[config.mk]
export PLATFORM = sky130hd
export DESIGN_NAME = xfer_test_exec
export DESIGN_NICKNAME = d
export VERILOG_FILES = /design/src/rtl/xfer_test_pkg.sv /design/src/rtl/op_decoder.sv /design/src/rtl/xfer_test_exec.sv
export VERILOG_INCLUDE_DIRS = /design/src /design/src/rtl
export SDC_FILE = /design/constraint.sdc
export NUM_CORES = 1
export LEC_CHECK = 0
export CAP_MARGIN = 5
export CORE_UTILIZATION = 60
export DETAILED_ROUTE_END_ITERATION = 10
export DONT_BUFFER_PORTS = 1
export MAX_ROUTING_LAYER = met4
export PLACE_DENSITY = 0.82
export SYNTH_ARGS = -nofsm -noshare
export SYNTH_HDL_FRONTEND = slang
export SYNTH_HIERARCHICAL = 1
export SYNTH_SLANG_ARGS = --single-unit
[constraint.sdc]
create_clock -name mclk -period 2.55 [get_ports mclk]
set_clock_uncertainty 0.15 [all_clocks]
set_input_delay 0.1275 -clock mclk [delete_from_list [all_inputs] [get_ports mclk]]
set_output_delay 0.1275 -clock mclk [all_outputs]
set_load 0.05 [all_outputs]
[src/rtl/xfer_test_defs.svh]
// constants for the test, transfer and wait instruction group
// Functional notes
// - zero test: V cleared, N Z from operand
// - zero test opcodes and cycle counts fixed
// - stack/index pair transfers, plus/minus one, flags kept
// - index low copied to accumulator, flags kept
// - wait clears interrupt mask and halts
`ifndef XFER_TEST_DEFS_SVH
`define XFER_TEST_DEFS_SVH
// ----------------------------------------
// opcodes
// ----------------------------------------
`define OP_TEST_DIR     8'h3D
`define OP_TEST_ACC     8'h4D
`define OP_TEST_XLO     8'h5D
`define OP_TEST_OFF8    8'h6D
`define OP_TEST_PLAIN   8'h7D
`define OP_PREFIX       8'h9E
`define OP_TEST_STK8    8'h6D
`define OP_STACK_TO_HX  8'h95
`define OP_HX_TO_STACK  8'h94
`define OP_XLO_TO_ACC   8'h9F
`define OP_WAIT         8'h8F
// ----------------------------------------
// cycle counts
// ----------------------------------------
`define CYC_TEST_DIR    3'h3
`define CYC_TEST_REG    3'h1
`define CYC_TEST_OFF8   3'h3
`define CYC_TEST_PLAIN  3'h2
`define CYC_TEST_STK8   3'h4
`define CYC_XFER_STK    3'h2
`define CYC_XFER_ACC    3'h1
`define CYC_WAIT        3'h1
// ----------------------------------------
// condition code bit positions and reset values
// ----------------------------------------
`define CC_C            0
`define CC_Z            1
`define CC_N            2
`define CC_I            3
`define CC_H            4
`define CC_V            7
`define CC_RESET        8'h68
`define STACK_RESET     16'h00FF
`endif

[src/rtl/xfer_test_pkg.sv]
// types for the test, transfer and wait instruction group
package xfer_test_pkg;
    typedef enum logic [3:0] {
        ST_IDLE = 4'h1,
        ST_BUSY = 4'h2,
        ST_WAIT = 4'h4,
        ST_DONE = 4'h8
    } exec_state_t;
    typedef enum logic [2:0] {
        OPK_NONE  = 3'h0,
        OPK_TEST  = 3'h1,
        OPK_SP2HX = 3'h2,
        OPK_HX2SP = 3'h3,
        OPK_X2A   = 3'h4,
        OPK_WAIT  = 3'h5
    } op_kind_t;
    typedef enum logic [2:0] {
        SRC_ACC = 3'h0,
        SRC_XLO = 3'h1,
        SRC_MEM = 3'h2
    } test_src_t;
endpackage

[src/rtl/op_decoder.sv]
// opcode decoder for the test, transfer and wait group
`timescale 1ns/1ps
`include "xfer_test_defs.svh"
module op_decoder
(
    input  wire logic                   prefixed,
    input  wire logic [7:0]             opcode,
    output xfer_test_pkg::op_kind_t     kind,
    output xfer_test_pkg::test_src_t    src,
    output logic [2:0]                  cycles
);
    wire hit_dir = !prefixed && opcode == `OP_TEST_DIR;
    wire hit_acc = !prefixed && opcode == `OP_TEST_ACC;
    wire hit_xlo = !prefixed && opcode == `OP_TEST_XLO;
    wire hit_off8  = !prefixed && opcode == `OP_TEST_OFF8;
    wire hit_plain = !prefixed && opcode == `OP_TEST_PLAIN;
    wire hit_stk8  = prefixed && opcode == `OP_TEST_STK8;
    wire hit_s2x = !prefixed && opcode == `OP_STACK_TO_HX;
    wire hit_x2s = !prefixed && opcode == `OP_HX_TO_STACK;
    wire hit_x2a = !prefixed && opcode == `OP_XLO_TO_ACC;
    wire hit_wt  = !prefixed && opcode == `OP_WAIT;
    wire hit_test = hit_dir | hit_acc | hit_xlo | hit_off8 | hit_plain | hit_stk8;

    assign kind = hit_test ? xfer_test_pkg::OPK_TEST
                : hit_s2x ? xfer_test_pkg::OPK_SP2HX
                : hit_x2s ? xfer_test_pkg::OPK_HX2SP
                : hit_x2a ? xfer_test_pkg::OPK_X2A
                : hit_wt  ? xfer_test_pkg::OPK_WAIT
                :           xfer_test_pkg::OPK_NONE;
    assign src  = hit_acc ? xfer_test_pkg::SRC_ACC
                : hit_xlo ? xfer_test_pkg::SRC_XLO
                :           xfer_test_pkg::SRC_MEM;
    assign cycles = hit_dir ? `CYC_TEST_DIR
                  : (hit_acc | hit_xlo) ? `CYC_TEST_REG
                  : hit_off8  ? `CYC_TEST_OFF8
                  : hit_plain ? `CYC_TEST_PLAIN
                  : hit_stk8  ? `CYC_TEST_STK8
                  : (hit_s2x | hit_x2s) ? `CYC_XFER_STK
                  : hit_x2a ? `CYC_XFER_ACC
                  : hit_wt  ? `CYC_WAIT
                  :           3'h1;
endmodule

[src/rtl/xfer_test_exec.sv]
// executes the test, transfer and wait instruction group
`timescale 1ns/1ps
`include "xfer_test_defs.svh"
module xfer_test_exec
(
    input  wire logic        mclk,
    input  wire logic        rst_n,
    input  wire logic        op_valid,
    input  wire logic        op_prefixed,
    input  wire logic [7:0]  op_code,
    input  wire logic [7:0]  mem_operand,
    input  wire logic        irq_pending,
    output logic [7:0]       acc,
    output logic [7:0]       index_high,
    output logic [7:0]       index_low,
    output logic [15:0]      stack_pointer,
    output logic [7:0]       condition_code_register,
    output logic             op_ready,
    output logic             op_done,
    output logic             op_unknown,
    output logic             wait_halted,
    output logic             irq_take
);
    // ----------------------------------------
    // decode
    // ----------------------------------------
    xfer_test_pkg::op_kind_t  kind;
    xfer_test_pkg::test_src_t src;
    logic [2:0]               cycles;

    op_decoder u_dec
    (
        .prefixed (op_prefixed),
        .opcode   (op_code),
        .kind     (kind),
        .src      (src),
        .cycles   (cycles)
    );

    // ----------------------------------------
    // state
    // ----------------------------------------
    xfer_test_pkg::exec_state_t state_r;
    xfer_test_pkg::op_kind_t    kind_r;
    logic [2:0]                 cnt_r;
    logic [7:0]                 acc_r;
    logic [7:0]                 hi_r;
    logic [7:0]                 lo_r;
    logic [15:0]                stack_r;
    logic [7:0]                 ccr_r;
    logic                       done_r;
    logic                       unk_r;
    logic                       irq_r;
    logic [7:0]                 res_r;

    wire accept = state_r == xfer_test_pkg::ST_IDLE && op_valid;
    wire [7:0] operand = src == xfer_test_pkg::SRC_ACC ? acc_r
                       : src == xfer_test_pkg::SRC_XLO ? lo_r : mem_operand;
    wire [7:0] test_res = operand - 8'h00;
    wire [15:0] stack_inc = stack_r + 16'h0001;
    wire [15:0] hx_dec = {hi_r, lo_r} - 16'h0001;
    wire last = cnt_r == 3'h1;
    wire wake = irq_pending && !ccr_r[`CC_I];

    // ----------------------------------------
    // condition code results
    // ----------------------------------------
    // overflow cleared, sign and zero from the tested byte
    wire       test_neg  = res_r[7];
    wire       test_zero = res_r == 8'h00;
    wire [7:0] ccr_test  = {1'b0, ccr_r[6:3], test_neg, test_zero, ccr_r[0]};
    // only the interrupt mask moves on wait
    wire [7:0] ccr_wait  = ccr_r & ~(8'h01 << `CC_I);

    always_ff @(posedge mclk or negedge rst_n)
    begin
        if (!rst_n)
        begin
            state_r <= xfer_test_pkg::ST_IDLE;
            kind_r  <= xfer_test_pkg::OPK_NONE;
            cnt_r   <= 3'h0;
            acc_r   <= 8'h00;
            hi_r    <= 8'h00;
            lo_r    <= 8'h00;
            stack_r <= `STACK_RESET;
            ccr_r   <= `CC_RESET;
            done_r  <= 1'b0;
            unk_r   <= 1'b0;
            irq_r   <= 1'b0;
            res_r   <= 8'h00;
        end
        else
        begin
            done_r <= 1'b0;
            unk_r  <= 1'b0;
            irq_r  <= 1'b0;
            case (state_r)
            xfer_test_pkg::ST_IDLE:
            begin
                if (accept)
                begin
                    kind_r <= kind;
                    cnt_r  <= cycles;
                    res_r  <= test_res;
                    unk_r  <= kind == xfer_test_pkg::OPK_NONE;
                    state_r <= xfer_test_pkg::ST_BUSY;
                end
            end
            xfer_test_pkg::ST_BUSY:
            begin
                cnt_r <= cnt_r - 3'h1;
                if (last)
                begin
                    case (kind_r)
                    xfer_test_pkg::OPK_TEST:
                    begin
                        ccr_r <= ccr_test;
                    end
                    xfer_test_pkg::OPK_SP2HX:
                    begin
                        {hi_r, lo_r} <= stack_inc;
                    end
                    xfer_test_pkg::OPK_HX2SP:
                    begin
                        stack_r <= hx_dec;
                    end
                    xfer_test_pkg::OPK_X2A:
                    begin
                        acc_r <= lo_r;
                    end
                    xfer_test_pkg::OPK_WAIT:
                    begin
                        ccr_r <= ccr_wait;
                    end
                    default:
                    begin
                        ccr_r <= ccr_r;
                    end
                    endcase
                    state_r <= kind_r == xfer_test_pkg::OPK_WAIT
                             ? xfer_test_pkg::ST_WAIT : xfer_test_pkg::ST_DONE;
                end
            end
            xfer_test_pkg::ST_WAIT:
            begin
                if (wake)
                begin
                    irq_r   <= 1'b1;
                    state_r <= xfer_test_pkg::ST_DONE;
                end
            end
            xfer_test_pkg::ST_DONE:
            begin
                done_r  <= 1'b1;
                state_r <= xfer_test_pkg::ST_IDLE;
            end
            default:
            begin
                state_r <= xfer_test_pkg::ST_IDLE;
            end
            endcase
        end
    end

    // ----------------------------------------
    // outputs
    // ----------------------------------------
    logic ready_r;
    logic halt_r;

    wire ready_nxt = state_r == xfer_test_pkg::ST_IDLE && !op_valid;
    // halt drops on the wake edge so it never overlaps the wake pulse
    wire halt_nxt  = state_r == xfer_test_pkg::ST_WAIT && !wake;

    // ----------------------------------------
    // ready flag
    // ----------------------------------------
    always_ff @(posedge mclk or negedge rst_n)
    begin
        if (!rst_n)
        begin
            ready_r <= 1'b0;
        end
        else
        begin
            ready_r <= ready_nxt;
        end
    end

    // ----------------------------------------
    // halt flag
    // ----------------------------------------
    always_ff @(posedge mclk or negedge rst_n)
    begin
        if (!rst_n)
        begin
            halt_r <= 1'b0;
        end
        else
        begin
            halt_r <= halt_nxt;
        end
    end

    assign acc                     = acc_r;
    assign index_high              = hi_r;
    assign index_low               = lo_r;
    assign stack_pointer           = stack_r;
    assign condition_code_register = ccr_r;
    assign op_ready                = ready_r;
    assign op_done                 = done_r;
    assign op_unknown              = unk_r;
    assign wait_halted             = halt_r;
    assign irq_take                = irq_r;
endmodule

==> key figures, run 1 <==
Worst setup path
  – CP peak stage delay: 0.59 ns
  – Worst EP arrival: 2.46 ns
  – Highest-delay cell along the critical path: dfstp_2
  – Delay-heaviest family, CP: buffers and inverters
  – Critical path cell sequence: nand3b_1, or3_1, buf_4, nor4_1, dlygate4sd3_1
  – CP max FO: 22
  – Setup Crit Path Kind: flop to flop
  – Worst path required time: 2.69 ns
  – Crit path buf inv count: 2
  – CP startpoint kind: flop
  – Critical Path Sink Type: flop

Global route
  – Overall fraction of global-route tracks in use: 27.36%
  – Vias in the first global route: 2657
  – Initial antenna violation count: 0
  – Largest net degree at the start of global routing: 67
  – Global route overflow: 0
  – First-pass GRT wire length: 12.40 mm

Clock tree
  – Clock-pin slew on the worst setup and hold paths: 0.08 ns
  – Post-cts gate resize count: 0
  – Worst-Skew Late Latency: 0.35 ns
  – Maximum buffer depth of the clock tree: 2
  – # H-tree levels: 3
  – CTS Buf Count: 9
  – TritonCTS clock tree: done
  – Clock sinks: 66
  – CTS root buf: clkbuf_8
  – # Post-CTS Setup Buffers: 0

Run status
  – Outcome: finished clean

Layout
  – Finished Layout Cells: 473
  – Post-Route Utilization: 73.67%
  – Fill cell count: 394
  – N_diodes: 0
  – Design area: 4081 µm²
  – Area growth, synth to finish: 17.09%
  – Share of cells above drive strength 1: 20.20%
  – Final net count: 421

Yosys
  – Yosys top cell area share: 40.20%
  – EDFF count, synth: 0
  – Yosys top cell by area: dfrtp_1
  – Top_reg_cell synth: dfrtp_1
  – Most instantiated cells after synthesis: nand2_1, dfrtp_1, o21ai_1, nor2_1, o21ai_0
  – Yosys cell types: 48
  – Seq/Total Area, Yosys: 47.74%
  – #FFs+latches synth: 66
  – Mapped Area: 3486 µm²
  – Mapped Cells: 358
  – Syn_area_per_cell: 9.737 µm²
  – Yosys warns: 6
  – Cell with the most instances after synthesis: nand2_1
  – Synth area leaders: dfrtp_1, dfstp_2, nand2_1
  – Async S/R FF share, synth: 100.0%

Route
  – Remaining DRCs: 0
  – Total number of vias: 2700
  – Wire per inst: 15.98 µm
  – Total Wirelength: 7.557 mm
  – Routed Antenna Nets: 0
  – Vias/cell: 5.708
  – First drt pass iteration count: 4
  – Drt initial violations: 179

Power and ir drop
  – Worst VDD drop: 486.5 µV
  – Pwr per Cell Area: 663.4 nW/µm²
  – Leak pwr: 1.823 nW

Place
  – RD Place Congestion: 0.7951
  – Detailed Place HPWL: 5.148 mm
  – Area after DPL: 3667 µm²
  – Port bufs: 0
  – Placed insts: 440

STA
  – Min Tclk post-route: 2.324 ns
  – RSZ-0062 raised after global routing: false
  – Worst rel slew slack: 57.34%
  – Final Hold Fails: 0
  – Final Cycle Share: 91.14%
  – Final hold slack: 0.06097 ns
  – Worst slew pin tran: 0.6398 ns
  – F_max: 430.3 MHz
  – Setup TNS: 0 ns
  – Final setup viols: 0
  – Slew Viols, Final: 0

Flow run
  – Max-cap viol count: 0

Floorplan
  – Initial core utilization: 62.92%
  – DIE AREA: 6118 µm²
  – FP Rows: 27
  – Die Ht: 78.22 µm
  – Core ar.: 5540 µm²
  – Io pins: 74
  – Horiz. Die Dim: 78.22 µm

Min path
  – Hold WC Path Type: input pin to flop
layout make-up:
class | instances | area, µm² | area share (%)
tap | 72 | 90.09 | 2.207
inverter | 7 | 26.28 | 0.6438
clock buffer | 15 | 196.4 | 4.813
sequential | 66 | 1664 | 40.77
clock inverter | 1 | 30.03 | 0.7357
timing repair buffer | 48 | 420.4 | 10.30
multi-input combinational | 264 | 1654 | 40.53
cells by family after synthesis:
| logic type | after synthesis | share of synthesized area (%) |
|---|---|---|
| and+or+nand+nor | 137 | 20.35 |
| AOI/OAI and AO/OA | 66 | 10.77 |
| DFF | 66 | 47.74 |
| buffers and inverters | 31 | 5.132 |
| xor gates and xnor gates | 28 | 7.035 |
| muxes | 23 | 7.215 |
| adders and majority gates | 4 | 1.436 |
| other | 3 | 0.3230 |
state kept, by name, summed over array words and instances, names as in the netlist:
name	cells
condition_code_register	3
cnt_r	3
wait_halted	1
op_unknown	1
index_low	8
kind_r	3
acc	8
stack_pointer	16
op_ready	1
op_done	1
res_r	8
index_high	8
irq_take	1
state_r	4
placed cells by master, fill, tap and decap left out, drive strengths merged, types with 2 or more instances in the layout:
cell	Yosys	final
a21o	2	2
nor4	10	10
inv	7	7
a21oi	7	7
nor3	4	4
or4b	3	3
and3	3	3
dfrtp	56	56
mux2	14	14
xor2	11	11
buf	13	32
nand4	4	4
mux2i	9	9
nor2	22	22
dfstp	10	10
o21ai	49	49
or3	5	5
ha	4	4
conb	3	6
nand3	10	10
nand2b	6	6
nand3b	2	2
dlygate4sd3	0	16
nor4b	2	2
o2bb2ai	2	2
nand2	61	61
clkbuf	11	15
xnor2	17	17
final timing paths:
check | startpoint | end | slack (ns) | depth (start not counted)
worst max-delay path | state_r[0] | op_unknown | 0.23 | 5
worst min-delay path | op_code[1] | kind_r[2] | 0.06 | 3
worst max register to register | state_r[0] | op_unknown | 0.23 | 5
worst min register to register | res_r[3] | res_r[3] | 0.35 | 2
max in group asynchronous | rst_n | stack_pointer[5] | 1.75 | 2
min in group asynchronous | rst_n | res_r[4] | 0.18 | 2
worst register-to-register path: cells and delay by family (launching register included):
kind / cells / cell delay (ns)
buffers and inverters: 2 / 0.82
AND/OR/NAND/NOR: 3 / 0.70
flip-flops: 1 / 0.59
report_power, final:
group	internal [mW]	leakage, nW	switching, mW
combinational	0.181	0.844	0.234
clock	0.586	0.116	0.392
sequential	1.17	0.863	0.144
stage by stage:
step                      setup WS (ns)  power, mW
after global placement           0.3554      1.658
final                            0.2258      2.708
after detailed placement         0.3129      1.684
after CTS                        0.2396      2.713
after global routing             0.1031      2.829
after floorplan                  0.2725      1.607
metal layers:
layer	track usage (%)	up-vias	share of wire [%]
met5	-	-	0
met4	11.30	0	1.9
met2	43.51	98	50
met1	33.00	1277	42
met3	7.558	21	6.6
li1	-	1304	-
what timing repair did:
| item | in CTS | in global routing |
|---|---|---|
| hold buffers | 17 | 0 |
| endpoints found under the hold margin | 82 | 0 |
| setup endpoints to repair | 0 | 0 |
Note: power is estimated with default switching activity, not from simulation.
==> run 2: changes to the inputs <==
ABC_AREA = 1   (was default)
ABC_CLOCK_PERIOD_IN_PS = 2550   (was default)
==> key figures, run 2 <==
Run status
  – Outcome: finished clean

Floorplan
  – FP Rows: 29 (+7.4%)
  – Io pins: 74 (unchanged)
  – Die Ht: 82.61 µm (+5.6%)
  – Core ar.: 6314 µm² (+14%)
  – DIE AREA: 6824 µm² (+12%)
  – Horiz. Die Dim: 82.61 µm (+5.6%)
  – Initial core utilization: 61.75% (-1.2 points)

Worst setup path
  – Crit path launch: index_low[0]
  – Critical Path Sink Type: flop
  – Highest-delay cell along the critical path: dfrtp_1
  – Worst EP arrival: 2.10 ns (-0.36 ns)
  – Worst R2R Path Depth: 7 (+2)
  – CP peak stage delay: 0.57 ns (-0.02 ns)
  – Worst path required time: 2.60 ns (-0.09 ns)
  – Reg2reg end: stack_pointer[10]
  – R2r startpoint: index_low[0]
  – Flop2flop setup slack: 0.50 ns (+0.27 ns)
  – Critical path cell sequence: inv_1, ha_1, inv_1, nor2_1, nand3_1, nand3_1, o21ai_0
  – Setup crit end: stack_pointer[10]
  – Setup Crit Path Kind: flop to flop
  – CP max FO: 6 (-73%)
  – CP startpoint kind: flop

STA
  – Slew Viols, Final: 0 (unchanged)
  – RSZ-0062 raised after global routing: false
  – Final Cycle Share: 80.49% (-11 points)
  – Final setup viols: 0 (unchanged)
  – Min Tclk post-route: 2.052 ns (-0.2718 ns)
  – Setup TNS: 0 ns (unchanged)
  – Final Hold Fails: 0 (unchanged)
  – F_max: 487.2 MHz (+13%)
  – Worst slew pin tran: 0.6500 ns (+0.01012 ns)
  – Worst rel slew slack: 56.67% (-0.67 points)

Global route
  – Vias in the first global route: 3358 (+26%)
  – Largest net degree at the start of global routing: 67 (unchanged)
  – Overall fraction of global-route tracks in use: 30.20% (+2.8 points)
  – Global route overflow: 0 (unchanged)
  – Initial antenna violation count: 0 (unchanged)
  – First-pass GRT wire length: 14.98 mm (+21%)

Layout
  – Design area: 4357 µm² (+6.7%)
  – Max FFs per register: 16 (unchanged)
  – Area growth, synth to finish: 11.75%
  – Share of cells above drive strength 1: 12.66% (-7.5 points)
  – N_diodes: 0 (unchanged)
  – Final net count: 573 (+36%)
  – Highest-count cells in the layout ignoring fill and taps: nand2_1, inv_1, dfrtp_1
  – Commonest non-fill, non-tap cell in the layout: nand2_1

Clock tree
  – # H-tree levels: 3 (unchanged)
  – TritonCTS clock tree: done
  – CTS root buf: clkbuf_8
  – Clock sinks: 66 (unchanged)
  – # Post-CTS Setup Buffers: 0 (unchanged)
  – Clock-pin slew on the worst setup and hold paths: 0.07 ns (about the same)
  – CTS Buf Count: 9 (unchanged)
  – Worst-Skew Late Latency: 0.33 ns (-0.02 ns)
  – Maximum buffer depth of the clock tree: 2 (unchanged)

Min path
  – Hold Crit Depth: 5 (+2)
  – Hold WC Path Type: input pin to flop

Yosys
  – Top_reg_cell synth: dfrtp_1
  – EDFF count, synth: 0 (unchanged)
  – Yosys top cell by area: dfrtp_1
  – Syn_area_per_cell: 7.483 µm² (-23%)
  – Yosys warns: 6 (unchanged)
  – Most instantiated cells after synthesis: nand2_1, inv_1, dfrtp_1, nor2_1, nand3_1
  – #FFs+latches synth: 66 (unchanged)
  – Post-synthesis simple-gate area fraction: 33.50% (+13 points)
  – Yosys top cell area share: 35.94% (-4.3 points)
  – Synth Area in XOR/XNOR: 2.920% (-4.1 points)
  – Async S/R FF share, synth: 100.0% (unchanged)
  – Cell with the most instances after synthesis: nand2_1
  – Mapped Cells: 521 (+46%)
  – Main combinational cell family by area after synthesis: simple AND/OR/NAND/NOR gates
  – Synth Area in Compound Gates: 9.146% (-1.6 points)
  – Mapped Area: 3899 µm² (+12%)
  – Post-Synth Adder-Cell Area: 1.284% (-0.15 points)
  – Yosys cell types: 35 (-27%)
  – Synth area leaders: dfrtp_1, nand2_1, dfstp_2
  – Seq/Total Area, Yosys: 42.68% (-5.1 points)
  – Post-synthesis mux area share: 0% (-7.2 points)

Power and ir drop
  – Pint: 1.978 mW (+2.1%)
  – Worst VDD drop: 552.2 µV (+14%)
  – Comb pwr share: 21.7% (+6.4 points)
  – Net switching power figure: 0.9999 mW (+30%)
  – Clk pwr share: 32.4% (-3.7 points)
  – Sw Share: 33.58% (+5.1 points)
  – Pwr per Cell Area: 683.5 nW/µm² (+3.0%)
  – Sequential power share: 45.9% (-2.6 points)
  – Leak pwr: 2.113 nW (+16%)

Route
  – Remaining DRCs: 0 (unchanged)
  – Wire per inst: 14.67 µm (-8.2%)
  – Vias/cell: 5.527 (-3.2%)
  – First drt pass iteration count: 5 (+1)
  – Total number of vias: 3482 (+29%)
  – Drt initial violations: 250 (+40%)
  – Total Wirelength: 9.241 mm (+22%)
  – Routed Antenna Nets: 0 (unchanged)

Place
  – Area after DPL: 3975 µm² (+8.4%)
  – Port bufs: 0 (unchanged)
  – Detailed Place HPWL: 6.699 mm (+30%)
  – RD Place Congestion: 0.9153 (+15%)

Flow run
  – Max-cap viol count: 0 (unchanged)
## run 2: cell types whose count changed in the layout (fill, tap and decap cells not counted), moves of 20 or more
cell	previous run	this run
nand2_1	61	170
nor2_1	22	54
inv_1	6	69
buf_4	31	11
o21ai_1	27	3
nand3_1	10	38
## run 2: per-stage QoR
stage          setup WS [ns]  power (mW)  cells  hold WS [ns]  utilization, %
2_1_floorplan         0.6438       1.884    524       -0.3181               -
3_3_place_gp          0.6411       1.956    599       -0.3159           62.96
3_5_place_dp          0.5260       1.982    599       -0.3159           62.96
4_1_cts               0.4948       2.990    630       0.01318           69.01
5_1_grt               0.3611       3.138    630       0.06069           69.01
6_report              0.4976       2.978    630       0.02508           69.01
## run 2: critical path: cells and delay by family (launching register included)
family          cells  cell delay, ns
flops               1            0.57
compound gates      1            0.09
simple gates        3            0.54
fa+ha+maj           1            0.23
buf+inv             2            0.34
## run 2: how the worst min path moves through the flow
stage | from | endpoint
finish | op_code[4] | cnt_r[0]
detailed placement | rst_n | op_unknown
CTS | op_code[4] | cnt_r[0]
global route | op_code[5] | op_unknown
global placement | rst_n | op_unknown
floorplan | rst_n | acc[0]
## run 2: logic make-up (layout without fill, tap and decap cells)
family          after synthesis  after routing
compound gates               55             55
flops                        66             66
simple gates                293            293
other cells                   3              6
xor+xnor                     13             13
buf+inv                      87            116
fa+ha+maj                     4              4
## run 2: cell type report
| cell class | instances | area (µm²) |
|---|---|---|
| clock buffers | 13 | 148.9 |
| repair buffers | 26 | 250.2 |
| multi-input cells | 371 | 1849 |
| fillers | 506 | 1957 |
| flip-flops and latches | 66 | 1664 |
| clock inverters | 3 | 65.06 |
| inverters | 74 | 282.8 |
| well taps | 77 | 96.34 |
## run 2: timing repair
item / CTS / global route
resized for setup: 0 / 0
hold endpoints to repair: 81 / 0
hold buffers: 15 / 0
## run 2: layer usage
metal	GRT usage, %	vias to the layer above	wire (µm)
met5	-	-	0
met4	12.24	0	198
met3	6.264	25	656
met2	48.10	128	4473
met1	37.58	1645	3913
li1	-	1684	-
## run 2: power groups by stage
stage                     registers (mW)  logic (mW)  clock network, mW
final                               1.37       0.646              0.965
after global routing                1.38       0.739               1.02
after CTS                           1.37       0.647              0.977
after detailed placement            1.38       0.599                  0
after global placement              1.38       0.577                  0
after floorplan                     1.37       0.512                  0
==> run 3: changes to the inputs <==
ABC_CLOCK_PERIOD_IN_PS = 1800   (was 2550)
CORE_UTILIZATION = 58   (was 60)
clock period = 1.8 ns   (was 2.55 ns; I/O delays follow)
==> key figures, run 3 (synthesis gave the netlist of run 2 again) <==
Global route
  – Global route overflow: 0 (unchanged)
  – Met1 GRT Util: 39.21% (+1.6 points)
  – GR Util met3: 5.045% (-1.2 points)
  – Initial antenna violation count: 0 (unchanged)
  – Largest net degree at the start of global routing: 67 (unchanged)
  – GR Util met2: 49.03% (+0.93 points)
  – First-pass GRT wire length: 16.55 mm (+11%)
  – Overall fraction of global-route tracks in use: 30.87% (+0.66 points)
  – GR peak layer: met2
  – Vias in the first global route: 3535 (+5.3%)

Layout
  – Finished Layout Cells: 678 (+7.6%)
  – Share of cells above drive strength 1: 19.63% (+7.0 points)
  – Commonest non-fill, non-tap cell in the layout: nand2_1
  – Area growth, synth to finish: 22.82%
  – Final net count: 621 (+8.4%)
  – N_diodes: 0 (unchanged)
  – Max FFs per register: 16 (unchanged)
  – Highest-count cells in the layout ignoring fill and taps: nand2_1, inv_1, dfrtp_1

Floorplan
  – Io pins: 74 (unchanged)
  – DIE AREA: 7053 µm² (+3.4%)
  – Core ar.: 6422 µm² (+1.7%)
  – Horiz. Die Dim: 83.99 µm (+1.7%)
  – Die Ht: 83.99 µm (+1.7%)
  – Initial core utilization: 60.71% (-1.0 points)
  – FP Rows: 29 (unchanged)

STA
  – F_max: 561.3 MHz (+15%)
  – RSZ-0062 raised after global routing: true
  – Min Tclk post-route: 1.781 ns (-0.2709 ns)
  – Worst rel slew slack: 40.41% (-16 points)
  – Final setup margin: 0.01853 ns (-0.4791 ns)
  – Final hold slack: 0.01884 ns (-0.006235 ns)
  – Final Cycle Share: 98.97% (+18 points)
  – Worst slew pin tran: 0.8870 ns (+0.2371 ns)
  – Final setup viols: 0 (unchanged)
  – Slew Viols, Final: 0 (unchanged)
  – Final Hold Fails: 0 (unchanged)

Route
  – Total Wirelength: 10.47 mm (+13%)
  – Remaining DRCs: 8 (+8)
  – Routed Antenna Nets: 0 (unchanged)
  – First drt pass iteration count: 8 (+3)
  – Total number of vias: 3811 (+9.4%)
  – Wire per inst: 15.44 µm (+5.3%)
  – Vias/cell: 5.621 (+1.7%)
  – Drt initial violations: 407 (+63%)

Worst setup path
  – Setup Crit Path Kind: flop to flop
  – CP max FO: 17 (+11)
  – CP startpoint kind: flop
  – Crit path launch: cnt_r[1]
  – R2r startpoint: cnt_r[1]
  – Critical Path Sink Type: flop
  – Worst EP arrival: 1.87 ns (-0.23 ns)
  – Worst path required time: 1.89 ns (-0.71 ns)

Place
  – Place WS: -0.04843 ns (-0.5745 ns)
  – Port bufs: 0 (unchanged)
  – Placed insts: 635 (+6.0%)
  – RD Place Congestion: 0.8839 (-3.4%)
  – Detailed Place HPWL: 6.909 mm (+3.1%)

Power and ir drop
  – Leak pwr: 2.353 nW (+11%)
  – Worst VDD drop: 747.7 µV (+35%)
  – Design Power: 4.210 mW (+41%)
  – Pwr per Cell Area: 879.1 nW/µm² (+29%)

Clock tree
  – # H-tree levels: 3 (unchanged)
  – CTS root buf: clkbuf_8
  – Clock sinks: 66 (unchanged)
  – Maximum buffer depth of the clock tree: 2 (unchanged)
  – CTS Buf Count: 9 (unchanged)
  – Worst-Skew Late Latency: 0.36 ns (+0.03 ns)
  – TritonCTS clock tree: done
  – Clock-pin slew on the worst setup and hold paths: 0.08 ns (about the same)

Run status
  – Outcome: finished, violations left
  – Failing checks: design-rule violations

Min path
  – Hold WC Path Type: input pin to flop
  – HP Start: op_prefixed

Flow run
  – Max-cap viol count: 0 (unchanged)
[run 3: cell type report]
class | instances | area, µm²
Timing Repair Buffer | 74 | 663.1
Tap cell | 77 | 96.34
Multi-Input combinational cell | 371 | 1896
Clock buffer | 13 | 138.9
Fill cell | 467 | 1634
Clock inverter | 3 | 40.04
Sequential cell | 66 | 1672
Inverter | 74 | 282.8
[run 3: stage by stage]
| step | utilization [%] | instance area [µm²] | setup TNS (ns) |
|---|---|---|---|
| 2_1_floorplan | - | 3933 | 0 |
| 3_3_place_gp | 66.84 | 4293 | 0 |
| 3_5_place_dp | 66.84 | 4293 | -0.1856 |
| 4_1_cts | 73.21 | 4702 | 0 |
| 5_1_grt | 74.56 | 4788 | -0.2454 |
| 6_report | 74.56 | 4788 | 0 |
[run 3: what timing repair did]
| action | CTS | global route |
|---|---|---|
| pin swaps | 0 | 2 |
| setup endpoints to repair | 1 | 21 |
| endpoints found under the hold margin | 86 | 0 |
| setup buffers | 0 | 6 |
| gates cloned | 0 | 0 |
| gates resized for setup | 1 | 8 |
| hold buffers | 21 | 0 |
[run 3: where the power goes]
group          leakage, nW  total (mW)  internal (mW)  switching [mW]
Clock               0.0914        1.20          0.638           0.565
Sequential           0.867        1.92           1.68           0.242
Combinational         1.39        1.09          0.384           0.706
[run 3: routing by layer]
layer  share of wire, %  wire [µm]  up-vias
li1                   -          -     1783
met1                 40       4223     1833
met2                 49       5178      167
met3                7.5        790       28
met4                2.6        277        0
met5                  0          0        -
[run 3: worst paths after layout]
kind	to	slack (ns)	cells after the start
worst max-delay path	stack_pointer[15]	0.02	10
worst min register to register	res_r[5]	0.34	2
worst max register to register	stack_pointer[15]	0.02	10
worst min-delay path	cnt_r[1]	0.02	5
min in group asynchronous	kind_r[0]	0.11	2
max in group asynchronous	stack_pointer[2]	1.04	2
[run 3: worst max-delay path, cell delays in order, from the launching register on]
cell and delay, ns:
dfrtp_1 0.40, inv_2 0.09, ha_4 0.16, inv_2 0.06, nor2_4 0.11, nand4_4 0.13
nor2_4 0.16, buf_12 0.16, inv_4 0.09, nand2_1 0.09, nand2_1 0.06
